**config.mk**
```make
export PLATFORM = sky130hd
export DESIGN_NAME = dma_completion_signaling
export DESIGN_NICKNAME = d
export VERILOG_FILES = /design/src/dma_cmpl_pkg.sv /design/src/cmpl_flag_bank.sv /design/src/dma_completion_signaling.sv
export SDC_FILE = /design/constraint.sdc
export NUM_CORES = 1
export LEC_CHECK = 0
export ABC_AREA = 1
export BUFFER_PORTS_ARGS = -buffer_cell sky130_fd_sc_hd__buf_2
export CAP_MARGIN = 20
export CELL_PAD_IN_SITES_DETAIL_PLACEMENT = 2
export CELL_PAD_IN_SITES_GLOBAL_PLACEMENT = 2
export CORE_UTILIZATION = 33
export DETAILED_ROUTE_END_ITERATION = 6
export GPL_TIMING_DRIVEN = 0
export HOLD_SLACK_MARGIN = 0.1
export PLACE_DENSITY_LB_ADDON = 0.2
export SETUP_SLACK_MARGIN = 0.5
export SLEW_MARGIN = 20
export SYNTH_ARGS = -nofsm -noshare
export SYNTH_HDL_FRONTEND = slang
export SYNTH_SLANG_ARGS = --single-unit
```
**constraint.sdc**
```tcl
create_clock -name aclk -period 1.88 [get_ports aclk]
set_input_delay 0.376 -clock aclk [delete_from_list [all_inputs] [get_ports aclk]]
set_output_delay 0.376 -clock aclk [all_outputs]
set_load 0.01 [all_outputs]
```
**src/dma_cmpl_pkg.sv**
```systemverilog
// Package for the completion signaling block: register map, settings word fields, types.
// Assumes a single 50 MHz clock domain and an AXI4-Lite register bus with 32-bit data.
`default_nettype none
package dma_cmpl_pkg;

  // Register byte offsets
  localparam logic [7:0] SETTINGS_OFF = 8'h00;
  localparam logic [7:0] CHAIN_FLAGS_OFF = 8'h04;
  localparam logic [7:0] CHAIN_CLR_OFF = 8'h08;
  localparam logic [7:0] PEND_FLAGS_OFF = 8'h0C;
  localparam logic [7:0] PEND_CLR_OFF = 8'h10;
  localparam logic [7:0] IRQ_EN_OFF = 8'h14;
  localparam logic [7:0] STATUS_OFF = 8'h18;

  // Settings word field positions
  localparam int PRIV_LSB = 24;
  localparam int MID_CHAIN_BIT = 23;
  localparam int FINAL_CHAIN_BIT = 22;
  localparam int MID_INT_BIT = 21;
  localparam int FINAL_INT_BIT = 20;
  localparam int RSVD_WR0_BIT = 19;
  localparam int CODE_LSB = 12;
  localparam int CPS_BIT = 11;

  // Writable bits of the settings word: 23..19, 17..0
  localparam logic [31:0] SETTINGS_WMASK = 32'h00FB_FFFF;
  localparam logic [31:0] SETTINGS_RESET = 32'h0000_0000;
  localparam logic [31:0] FLAGS_RESET = 32'h0000_0000;

  // AXI response codes
  localparam logic [1:0] RESP_OKAY = 2'b00;
  localparam logic [1:0] RESP_SLVERR = 2'b10;

  // Completion event from the channel's move request engine
  typedef struct packed {
    logic submitted;  // request handed to the transfer controller
    logic moved;      // request's data finished moving
    logic is_final;   // request is the descriptor's last
  } cmpl_event_type;

  // Decoded settings fields
  typedef struct packed {
    logic mid_chain_enable;
    logic final_chain_enable;
    logic mid_interrupt_enable;
    logic final_interrupt_enable;
    logic [5:0] completion_code;
    logic completion_point_select;
  } settings_type;

endpackage : dma_cmpl_pkg
`default_nettype wire

```
**src/cmpl_flag_bank.sv**
```systemverilog
// Bank of sticky flags set by hardware, cleared by software write-one-to-clear.
// Assumes set and clear vectors are synchronous to aclk; set wins over clear.
`default_nettype none
module cmpl_flag_bank
  import dma_cmpl_pkg::*;
#(
  parameter int WIDTH = 32
) (
  // Clock and reset
  input wire logic aclk,
  input wire logic aresetn,
  // Set and clear
  input wire logic [WIDTH-1:0] set_vec,
  input wire logic [WIDTH-1:0] clr_vec,
  // Flag state
  output logic [WIDTH-1:0] flags
);

  logic [WIDTH-1:0] flags_r;
  logic [WIDTH-1:0] flags_nxt;

  // Per bit: event arriving with a clear is kept
  genvar gi;
  generate
    for (gi = 0; gi < WIDTH; gi++) begin : g_bit
      always_comb begin
        flags_nxt[gi] = set_vec[gi] | (flags_r[gi] & ~clr_vec[gi]);
      end
    end
  endgenerate

  // Register stage
  always_ff @(posedge aclk) begin
    if (!aresetn) begin
      flags_r <= FLAGS_RESET[WIDTH-1:0];
    end else begin
      flags_r <= flags_nxt;
    end
  end

  assign flags = flags_r;

endmodule : cmpl_flag_bank
`default_nettype wire

```
**src/dma_completion_signaling.sv**
```systemverilog
// Completion signaling for one DMA channel: settings word, chained event and
// interrupt pending flags, interrupt enables and the CPU interrupt line.
// Assumes AXI4-Lite from software, descriptor write strobes and completion
// events from the channel controller, all on aclk.
`default_nettype none
module dma_completion_signaling
  import dma_cmpl_pkg::*;
(
  // Clock and reset
  input wire logic aclk,
  input wire logic aresetn,
  // AXI4-Lite write address
  input wire logic [7:0] s_axi_awaddr,
  input wire logic s_axi_awvalid,
  output logic s_axi_awready,
  // AXI4-Lite write data
  input wire logic [31:0] s_axi_wdata,
  input wire logic [3:0] s_axi_wstrb,
  input wire logic s_axi_wvalid,
  output logic s_axi_wready,
  // AXI4-Lite write response
  output logic [1:0] s_axi_bresp,
  output logic s_axi_bvalid,
  input wire logic s_axi_bready,
  // AXI4-Lite read address
  input wire logic [7:0] s_axi_araddr,
  input wire logic s_axi_arvalid,
  output logic s_axi_arready,
  // AXI4-Lite read data
  output logic [31:0] s_axi_rdata,
  output logic [1:0] s_axi_rresp,
  output logic s_axi_rvalid,
  input wire logic s_axi_rready,
  // Descriptor write notice from the store
  input wire logic desc_write,
  input wire logic [3:0] desc_writer_priv,
  // Move request completion events
  input wire cmpl_event_type cmpl_event,
  // CPU interrupt
  output logic cpu_irq
);

  // Write channel state
  logic aw_held_r, aw_held_nxt;
  logic w_held_r, w_held_nxt;
  logic [7:0] awaddr_r, awaddr_nxt;
  logic [31:0] wdata_r, wdata_nxt;
  logic [3:0] wstrb_r, wstrb_nxt;
  logic bvalid_r, bvalid_nxt;
  logic [1:0] bresp_r, bresp_nxt;
  // Read channel state
  logic rvalid_r, rvalid_nxt;
  logic [31:0] rdata_r, rdata_nxt;
  logic [1:0] rresp_r, rresp_nxt;
  // Registers
  logic [31:0] settings_r, settings_nxt;
  logic [31:0] irq_en_r, irq_en_nxt;
  logic [31:0] chain_flags;
  logic [31:0] pend_flags;
  logic [31:0] chain_set, chain_clr;
  logic [31:0] pend_set, pend_clr;
  logic code_err_r, code_err_nxt;
  logic irq_r, irq_nxt;
  // Helpers
  logic do_write;
  logic [31:0] wmask;
  logic [31:0] wdata_masked;
  settings_type cfg;
  logic done;
  logic code_valid;

  // Field view of the settings word
  // Lower settings fields belong to the transfer side and are ignored here
  always_comb begin
    cfg.mid_chain_enable = settings_r[MID_CHAIN_BIT];
    cfg.final_chain_enable = settings_r[FINAL_CHAIN_BIT];
    cfg.mid_interrupt_enable = settings_r[MID_INT_BIT];
    cfg.final_interrupt_enable = settings_r[FINAL_INT_BIT];
    cfg.completion_code = settings_r[CODE_LSB+5:CODE_LSB];
    cfg.completion_point_select = settings_r[CPS_BIT];
  end

  // Completion point: submit when early, else after data moved
  assign done = cfg.completion_point_select ? cmpl_event.submitted : cmpl_event.moved;
  // Reserved codes 20h..3Fh map to no flag
  assign code_valid = (cfg.completion_code[5] == 1'b0);

  // Flag set vectors; one-hot at the completion code
  always_comb begin
    chain_set = 32'h0000_0000;
    pend_set = 32'h0000_0000;
    if (done && code_valid) begin
      if ((cmpl_event.is_final && cfg.final_chain_enable) ||
          (!cmpl_event.is_final && cfg.mid_chain_enable)) begin
        chain_set[cfg.completion_code[4:0]] = 1'b1;
      end
      if ((cmpl_event.is_final && cfg.final_interrupt_enable) ||
          (!cmpl_event.is_final && cfg.mid_interrupt_enable)) begin
        pend_set[cfg.completion_code[4:0]] = 1'b1;
      end
    end
  end

  // Byte-lane mask from write strobes
  genvar bi;
  generate
    for (bi = 0; bi < 4; bi++) begin : g_lane
      assign wmask[bi*8 +: 8] = {8{wstrb_r[bi]}};
    end
  endgenerate

  // Commit once both beats are held and no response is still waiting;
  // holding back on bvalid keeps a second write from overtaking the first
  assign do_write = aw_held_r && w_held_r && !bvalid_r;
  assign wdata_masked = wdata_r & wmask;

  // Write-one-to-clear vectors
  always_comb begin
    chain_clr = 32'h0000_0000;
    pend_clr = 32'h0000_0000;
    if (do_write && awaddr_r == CHAIN_CLR_OFF) begin
      chain_clr = wdata_masked;
    end
    if (do_write && awaddr_r == PEND_CLR_OFF) begin
      pend_clr = wdata_masked;
    end
  end

  // Chained event flags: set by completions, cleared by software
  cmpl_flag_bank #(
    .WIDTH(32)
  ) u_chain_flags (
    .aclk(aclk),
    .aresetn(aresetn),
    .set_vec(chain_set),
    .clr_vec(chain_clr),
    .flags(chain_flags)
  );

  // Interrupt pending flags; a set beats a clear in the same cycle
  cmpl_flag_bank #(
    .WIDTH(32)
  ) u_pend_flags (
    .aclk(aclk),
    .aresetn(aresetn),
    .set_vec(pend_set),
    .clr_vec(pend_clr),
    .flags(pend_flags)
  );

  // Write channel: address and data taken in either order
  always_comb begin
    aw_held_nxt = aw_held_r;
    w_held_nxt = w_held_r;
    awaddr_nxt = awaddr_r;
    wdata_nxt = wdata_r;
    wstrb_nxt = wstrb_r;
    bvalid_nxt = bvalid_r;
    bresp_nxt = bresp_r;
    if (s_axi_awvalid && s_axi_awready) begin
      aw_held_nxt = 1'b1;
      awaddr_nxt = s_axi_awaddr;
    end
    if (s_axi_wvalid && s_axi_wready) begin
      w_held_nxt = 1'b1;
      wdata_nxt = s_axi_wdata;
      wstrb_nxt = s_axi_wstrb;
    end
    if (do_write) begin
      aw_held_nxt = 1'b0;
      w_held_nxt = 1'b0;
      bvalid_nxt = 1'b1;
      case (awaddr_r)
        SETTINGS_OFF, CHAIN_CLR_OFF, PEND_CLR_OFF, IRQ_EN_OFF: bresp_nxt = RESP_OKAY;
        CHAIN_FLAGS_OFF, PEND_FLAGS_OFF, STATUS_OFF: bresp_nxt = RESP_OKAY;
        default: bresp_nxt = RESP_SLVERR;
      endcase
    end else if (bvalid_r && s_axi_bready) begin
      bvalid_nxt = 1'b0;
    end
  end

  // Register updates; reserved settings bits other than bit 19 never stored
  always_comb begin
    settings_nxt = settings_r;
    irq_en_nxt = irq_en_r;
    if (do_write && awaddr_r == SETTINGS_OFF) begin
      // Bit 19 is stored as written; software keeps it zero.
      settings_nxt = (settings_r & ~(wmask & SETTINGS_WMASK)) |
                     (wdata_r & wmask & SETTINGS_WMASK);
    end
    if (do_write && awaddr_r == IRQ_EN_OFF) begin
      irq_en_nxt = (irq_en_r & ~wmask) | wdata_masked;
    end
    // Any descriptor word written stamps the writer's tag
    if (desc_write) begin
      settings_nxt[PRIV_LSB+3:PRIV_LSB] = desc_writer_priv;
    end
  end

  // Sticky note that a reserved code met a completion
  // A completion in the clearing cycle keeps the note set
  always_comb begin
    code_err_nxt = code_err_r;
    if (done && !code_valid) begin
      code_err_nxt = 1'b1;
    end else if (do_write && awaddr_r == STATUS_OFF && wdata_masked[0]) begin
      code_err_nxt = 1'b0;
    end
  end

  // Pending flag only reaches the CPU through its enable
  assign irq_nxt = |(pend_flags & irq_en_r);

  // Read channel: one read at a time, answered the cycle after arvalid
  // Data is sampled at the taking edge, so a flag set then shows next read
  always_comb begin
    rvalid_nxt = rvalid_r;
    rdata_nxt = rdata_r;
    rresp_nxt = rresp_r;
    if (s_axi_arvalid && s_axi_arready) begin
      rvalid_nxt = 1'b1;
      rresp_nxt = RESP_OKAY;
      case (s_axi_araddr)
        SETTINGS_OFF: rdata_nxt = settings_r & (SETTINGS_WMASK | 32'h0F00_0000);
        CHAIN_FLAGS_OFF: rdata_nxt = chain_flags;
        PEND_FLAGS_OFF: rdata_nxt = pend_flags;
        IRQ_EN_OFF: rdata_nxt = irq_en_r;
        STATUS_OFF: rdata_nxt = {30'h0000_0000, irq_r, code_err_r};
        CHAIN_CLR_OFF, PEND_CLR_OFF: rdata_nxt = 32'h0000_0000;
        default: begin
          rdata_nxt = 32'h0000_0000;
          rresp_nxt = RESP_SLVERR;
        end
      endcase
    end else if (rvalid_r && s_axi_rready) begin
      rvalid_nxt = 1'b0;
    end
  end

  // State registers
  always_ff @(posedge aclk) begin
    if (!aresetn) begin
      aw_held_r <= 1'b0;
      w_held_r <= 1'b0;
      awaddr_r <= 8'h00;
      wdata_r <= 32'h0000_0000;
      wstrb_r <= 4'h0;
      bvalid_r <= 1'b0;
      bresp_r <= RESP_OKAY;
      rvalid_r <= 1'b0;
      rdata_r <= 32'h0000_0000;
      rresp_r <= RESP_OKAY;
      settings_r <= SETTINGS_RESET;
      irq_en_r <= FLAGS_RESET;
      code_err_r <= 1'b0;
      irq_r <= 1'b0;
    end else begin
      aw_held_r <= aw_held_nxt;
      w_held_r <= w_held_nxt;
      awaddr_r <= awaddr_nxt;
      wdata_r <= wdata_nxt;
      wstrb_r <= wstrb_nxt;
      bvalid_r <= bvalid_nxt;
      bresp_r <= bresp_nxt;
      rvalid_r <= rvalid_nxt;
      rdata_r <= rdata_nxt;
      rresp_r <= rresp_nxt;
      settings_r <= settings_nxt;
      irq_en_r <= irq_en_nxt;
      code_err_r <= code_err_nxt;
      irq_r <= irq_nxt;
    end
  end

  // Handshake outputs; a held beat blocks its channel until the response
  // Ready depends on state only, never on valid, so no combinational loop
  assign s_axi_awready = !aw_held_r && !bvalid_r;
  assign s_axi_wready = !w_held_r && !bvalid_r;
  assign s_axi_bvalid = bvalid_r;
  assign s_axi_bresp = bresp_r;
  assign s_axi_arready = !rvalid_r;
  assign s_axi_rvalid = rvalid_r;
  assign s_axi_rdata = rdata_r;
  assign s_axi_rresp = rresp_r;
  assign cpu_irq = irq_r;

endmodule : dma_completion_signaling
`default_nettype wire

```
==> Word level (Yosys, flattened, before mapping) <==
Index checks and enable logic that the tools add are counted.
{ "op_classes": {"muxes": 20, "n_eq_ne": 12, "reduce_logical": 39, "n_bitwise": 202, "n_lt_le_gt_ge": 2} }
{ "op_table": {"columns": ["op", "count"], "rows": [
  ["$mux 32", 6],
  ["$pmux 32 s5", 1],
  ["$and 32x32->32", 4],
  ["$not 1->1", 66],
  ["$and 1x1->1", 64],
  ["$or 1x1->1", 64],
  ["$eq 8x5->1 const B", 6],
  ["$eq 8x4->1 const B", 4],
  ["$not 24->32", 1],
  ["$not 32->32", 1],
  ["$or 32x24->32", 1],
  ["$or 32x32->32", 1],
  ["$reduce_or 32->1", 1],
  ["$mux 28", 1],
  ["$logic_and 1x1->1", 22],
  ["$eq 8x3->1 const B", 2],
  ["$logic_not 8->1", 2],
  ["$reduce_or 7->1", 2],
  ["$mux 1", 8],
  ["$reduce_bool 2->1", 4],
  ["$lt 5x6->1 const B", 1],
  ["$demux 1 s5", 1],
  ["$ge 5x1->1 const B", 1],
  ["$logic_not 1->1", 5],
  ["other kinds (4)", 6]
]} }
{ "word_totals": {"out_inout_bits": 42, "in_bits": 67, "word_cells": 292, "regBits": 214} }

==> Depth between registers and ports, before layout <==
{ "depth": {"ltp_word": 7, "depth_mapped": 9, "depth_no_buf": 9} }

==> By module <==
From an unflattened synthesis, not the netlist that was laid out.
{ "hier_totals": {"cells_unflattened": 1452, "area_unflattened_um2": 9875.7} }
{ "by_module_without_submodules": {"columns": ["module", "area_each_um2", "cells_per_inst", "n_inst", "seq_area_each_um2"], "rows": [
  ["dma_completion_signaling", 7253.2, 1124, 1, 2862.7],
  ["cmpl_flag_bank", 1311.3, 164, 2, 640.6]
]} }

==> Least setup slack after synthesis <==
No wires, ideal clock.
{ "synth_path": {"kind": "register to register", "start": "register bvalid_r, in the netlist s_axi_bvalid", "end": "register with a tool-made name", "setup_ps": 132, "period_less_slack_ps": 1353, "path_stages_with_launch": 9, "path_slack_ps": 527, "arrival_ps": 1221, "n_path_buf": 0, "t_required_ps": 1748, "cell_sequence": "dfxtp_1 > nor2_2 > nand2_2 > inv_2 > nand3_4 > nor2_8 > inv_2 > nand2_1 > a21oi_1"} }
{ "synth_lines": {"columns": ["item", "line", "text"], "rows": [
  ["start: declaration", "dma_completion_signaling.sv:49", "logic bvalid_r, bvalid_nxt;"],
  ["start signal: assignment", "dma_completion_signaling.sv:264", "bvalid_r <= bvalid_nxt;"]
]} }

==> Final worst setup path <==
{ "layout_path": {"start": "register awaddr_r[1]", "end": "register u_chain_flags.flags_r[9], in the netlist u_chain_flags.flags[9]"} }
{ "layout_between": {"elab_chain_len": 6} }
{ "layout_rtl": {"columns": ["item", "line", "text"], "rows": [
  ["start: declaration", "dma_completion_signaling.sv:46", "logic [7:0] awaddr_r, awaddr_nxt;"],
  ["start signal: assignment", "dma_completion_signaling.sv:261", "awaddr_r <= awaddr_nxt;"],
  ["$eq 8x4->1", "dma_completion_signaling.sv:121", "if (do_write && awaddr_r == CHAIN_CLR_OFF) begin"],
  ["$logic_and 1x1->1", "dma_completion_signaling.sv:121", null],
  ["$mux 32", "dma_completion_signaling.sv:121", null],
  ["$not 1->1", "cmpl_flag_bank.sv:27", "flags_nxt[gi] = set_vec[gi] | (flags_r[gi] & ~clr_vec[gi]);"],
  ["$and 1x1->1", "cmpl_flag_bank.sv:27", null],
  ["$or 1x1->1", "cmpl_flag_bank.sv:27", null],
  ["end signal: assignment", "cmpl_flag_bank.sv:35", "flags_r <= FLAGS_RESET[WIDTH-1:0];"],
  ["end signal: assignment", "cmpl_flag_bank.sv:37", "flags_r <= flags_nxt;"],
  ["end: declaration", "cmpl_flag_bank.sv:19", "logic [WIDTH-1:0] flags_r;"]
]} }
No other way between the ends.
A chain may end at the register's enable or synchronous reset.

==> implementation parameters <==
Parameter                              Value

CTS
  CTS Root Buffer Type ... sky130_fd_sc_hd__clkbuf_16
  Total clock buffers created by CTS ... 25
  Clock tree from TritonCTS ... done
  Clk slew on worst S/H paths ... ~0.06 ns
  Number of clock sinks ... around 210
  CTS Buffer Depth ... 3
  Max H-tree Level ... 1
  Clock insertion delay at the later pin of the skew report ... roughly 0.56 ns

Drt
  Iteration-0 DRC count of the detailed router ... around 940
  Total wirelength of the detailed-routed design ... between 50000 and 60000 um
  Detail-routed via count per cell ... ~6
  DRC ... 0
  Number of vias after detailed routing ... roughly 11000
  Antenna violation net count after detailed routing ... 0
  Routed WL per cell ... approximately 30 um
  Number of detailed-routing iterations run before antenna repair ... 5

Timing
  Final Hold Viols ... 0
  Total setup violations reported at the end of the flow ... 0
  Final critical delay including setup and external delays ... approximately 1.8 ns
  Setup WS post-layout ... 0.0644 ns
  Count of final max-slew check failures ... 0
  Largest clock skew in the final design ... 0.0314 ns
  F_max ... between 500 and 600 MHz
  Setup repair after global routing missed its margin ... yes
  Headroom to the max-slew limit ... around two fifths
  Hold_ws ... 0.0935 ns
  Worst slew pin tran ... ~0.91 ns
  Final period util ... a little over nine tenths

Die
  IO Pins ... 109
  CORE AREA ... 27000 sq um
  # rows ... 60
  Die Outline Area ... between 20000 and 30000 sq um
  Y dimension of the die ... about 170 um
  Effective utilization at floorplan ... between 30 and 40%
  Horizontal die dimension ... 168 um

Critical path
  Slowest cell on crit path ... sky130_fd_sc_hd__dfxtp_4
  Crit Path Class ... register to register
  Required time of the worst setup path ... around 2.3 ns
  Cells along the critical path ... nor2_4, buf_4, nand3_4, nor2_4, nand2_8, buf_12, o21ai_2, a21oi_1
  Startpoint kind of the worst setup timing path ... register
  Most frequent cell on the critical path ... sky130_fd_sc_hd__nor2_4
  Arrival time worst endpoint ... around 2.2 ns
  Critical path fanouts, max ... 10
  Total buffers and inverters traversed by the critical path ... 2
  Dominant delay contributor by cell family on the critical path ... simple AND/OR/NAND/NOR gates
  Slowest cell delay on critical path ... approximately 0.36 ns
  Endpoint class of the critical path ... register

Pwr
  Switching part of the total power ... slightly below 30%
  Sequential Power Share ... between 40% and 50%
  Total power consumption of the routed design ... about 11 mW
  Maximum vdd drop ... 667 uV
  Switching power of the nets ... around 3.1 mW
  Static power due to leakage ... about 5.2 nW
  Power share of the combinational group ... 11.4%
  Power density of the placed cells ... slightly above 800 nW/um^2
  Share of total power in the clock network ... 45.8%
  Design internal power ... approximately 7.8 mW

Global route
  All-layer global routing usage ... between 30 and 40%
  Maximum number of pins on one net before global-route repair ... 13
  Vias in the first global route ... approximately 12000
  Number of antenna violations at the first check in global routing ... 1
  Remaining Overflow, GRT ... 0
  Wire length of the first global-routing pass ... roughly 70000 um

Layout
  Most common cell after layout, fill and taps aside ... sky130_fd_sc_hd__nand2_1
  Leading cell types in the layout, fill and taps excluded ... 305 x sky130_fd_sc_hd__nand2_1, 168 x sky130_fd_sc_hd__dfxtp_1, 122 x sky130_fd_sc_hd__a21oi_1
  Fraction of final layout cells sized beyond drive strength 1 ... 35.1%
  Final-layout fill cell count ... 2963
  Nets@finish ... 1579
  Layout overhead on the synthesized area ... 45.2%
  Post-Layout Inst Area ... ~13000 sq um
  Post-Route Utilization ... 48.9%

Synth
  Mean area per synthesized cell ... ~7.0 sq um
  Area fraction of the dominant cell type after synthesis ... 45.5%
  Dominant synthesized flop cell ... sky130_fd_sc_hd__dfxtp_1
  Area contributors post-synth ... sky130_fd_sc_hd__dfxtp_1 46%, sky130_fd_sc_hd__nand2_1 15%, sky130_fd_sc_hd__a21oi_1 9.5%
  Number of synthesized flops with an enable pin ... 0
  Warning count from the yosys run ... 0
  Yosys top cell by area ... sky130_fd_sc_hd__dfxtp_1
  Cells after synthesis ... between 1000 and 1500
  Sequential element share of the synthesized area ... a little under half
  Async set-reset flop share out of synthesis ... 0%
  Number of register bits inferred by synthesis ... a little over 200
  Cell area after synthesis ... between 9000 and 10000 sq um
  Distinct cell type count of the synthesized netlist ... 28

Hold path
  Worst min path class ... input pin to register

Placed design
  Pre-CTS setup slack ... -0.326 ns
  Global placement routability congestion ... about 0.85
  Total cell area at the placement stage ... 10100 sq um
  Count of input and output buffers ... 106
  Final HPWL DP ... roughly 29000 um

Status
  Outcome ... complete, no violations

Flow run
  Max-cap violation count ... 0
## synth_stat cells (8+ instances only)
cell type	n
sky130_fd_sc_hd__o21ai_1	25
sky130_fd_sc_hd__inv_2	9
sky130_fd_sc_hd__nand2_1	369
sky130_fd_sc_hd__buf_4	8
sky130_fd_sc_hd__nor2_1	132
sky130_fd_sc_hd__dfxtp_1	207
sky130_fd_sc_hd__clkbuf_1	41
sky130_fd_sc_hd__inv_1	42
sky130_fd_sc_hd__o21ai_0	133
sky130_fd_sc_hd__buf_6	8
sky130_fd_sc_hd__a21oi_1	172
sky130_fd_sc_hd__nand3_1	107
sky130_fd_sc_hd__buf_2	15
## per-layer routing
metal	wire [um]	track usage, %
met1	21300	39.6
met2	26700	57.7
met3	3470	4.40
met4	3740	15.8
met5	0	0
## through the flow
step,std cells,setup TNS (ns)
global placement,1750,-4.40
detailed placement,1750,-6.99
finish,1871,0
CTS,1856,0
global route,1871,0
floorplan,1303,0
## layout make-up
class / count / area [sq um] / share of cell area [%]
clock inverter: 3 / 22.5 / 0.170
buffer: 74 / 619 / 4.68
clock buffer: 41 / 786 / 5.94
timing repair buffer: 181 / 1500 / 11.3
inverter: 51 / 249 / 1.88
sequential: 207 / 4210 / 31.8
antenna: 1 / 2.50 / 0.0189
multi-input combinational: 972 / 5420 / 41.0
tap: 341 / 427 / 3.23
## worst register-to-register path: stages, from the launching register on
cell                      delay, ns
sky130_fd_sc_hd__dfxtp_4       0.36
sky130_fd_sc_hd__nor2_4        0.18
sky130_fd_sc_hd__buf_4         0.16
sky130_fd_sc_hd__nand3_4       0.08
sky130_fd_sc_hd__nor2_4        0.22
sky130_fd_sc_hd__nand2_8       0.14
sky130_fd_sc_hd__buf_12        0.18
sky130_fd_sc_hd__o21ai_2       0.17
sky130_fd_sc_hd__a21oi_1       0.14
## final timing paths
check	startpoint	depth (start not counted)	slack (ns)	to
min	s_axi_wdata[2]	3	0.09	wdata_r[2]
max	awaddr_r[1]	8	0.06	u_chain_flags.flags[9]
min reg2reg	register	2	0.46	register
max reg2reg	awaddr_r[1]	8	0.06	u_chain_flags.flags[9]
## power groups by stage
stage / combinational [mW] / clock [mW] / sequential, mW
after floorplan: 0.459 / 0 / 4.67
after global placement: 0.789 / 0 / 4.70
after detailed placement: 0.813 / 0 / 4.71
after CTS: 1.02 / 4.84 / 4.63
after global routing: 1.29 / 5.15 / 4.68
final: 1.24 / 4.99 / 4.67
## timing repair
action / 4_1_cts / 5_1_grt
endpoints found under the hold margin: 20 / 0
gates cloned: 6 / 3
buffers inserted: 36 / 11
setup endpoints to repair: 218 / 221
gates resized for setup: 285 / 268
hold buffers: 20 / 0
pin swaps: 52 / 33
## cells by family (layout without fill, tap and decap cells)
logic type	Yosys count	count (layout)	share of synthesized area [%]
buf+inv	125	350	6.35
flops	207	207	45.5
simple gates	632	633	29.1
other cells	1	3	0.0412
compound gates	337	337	19.0
Power figures use the tool's default switching activity.
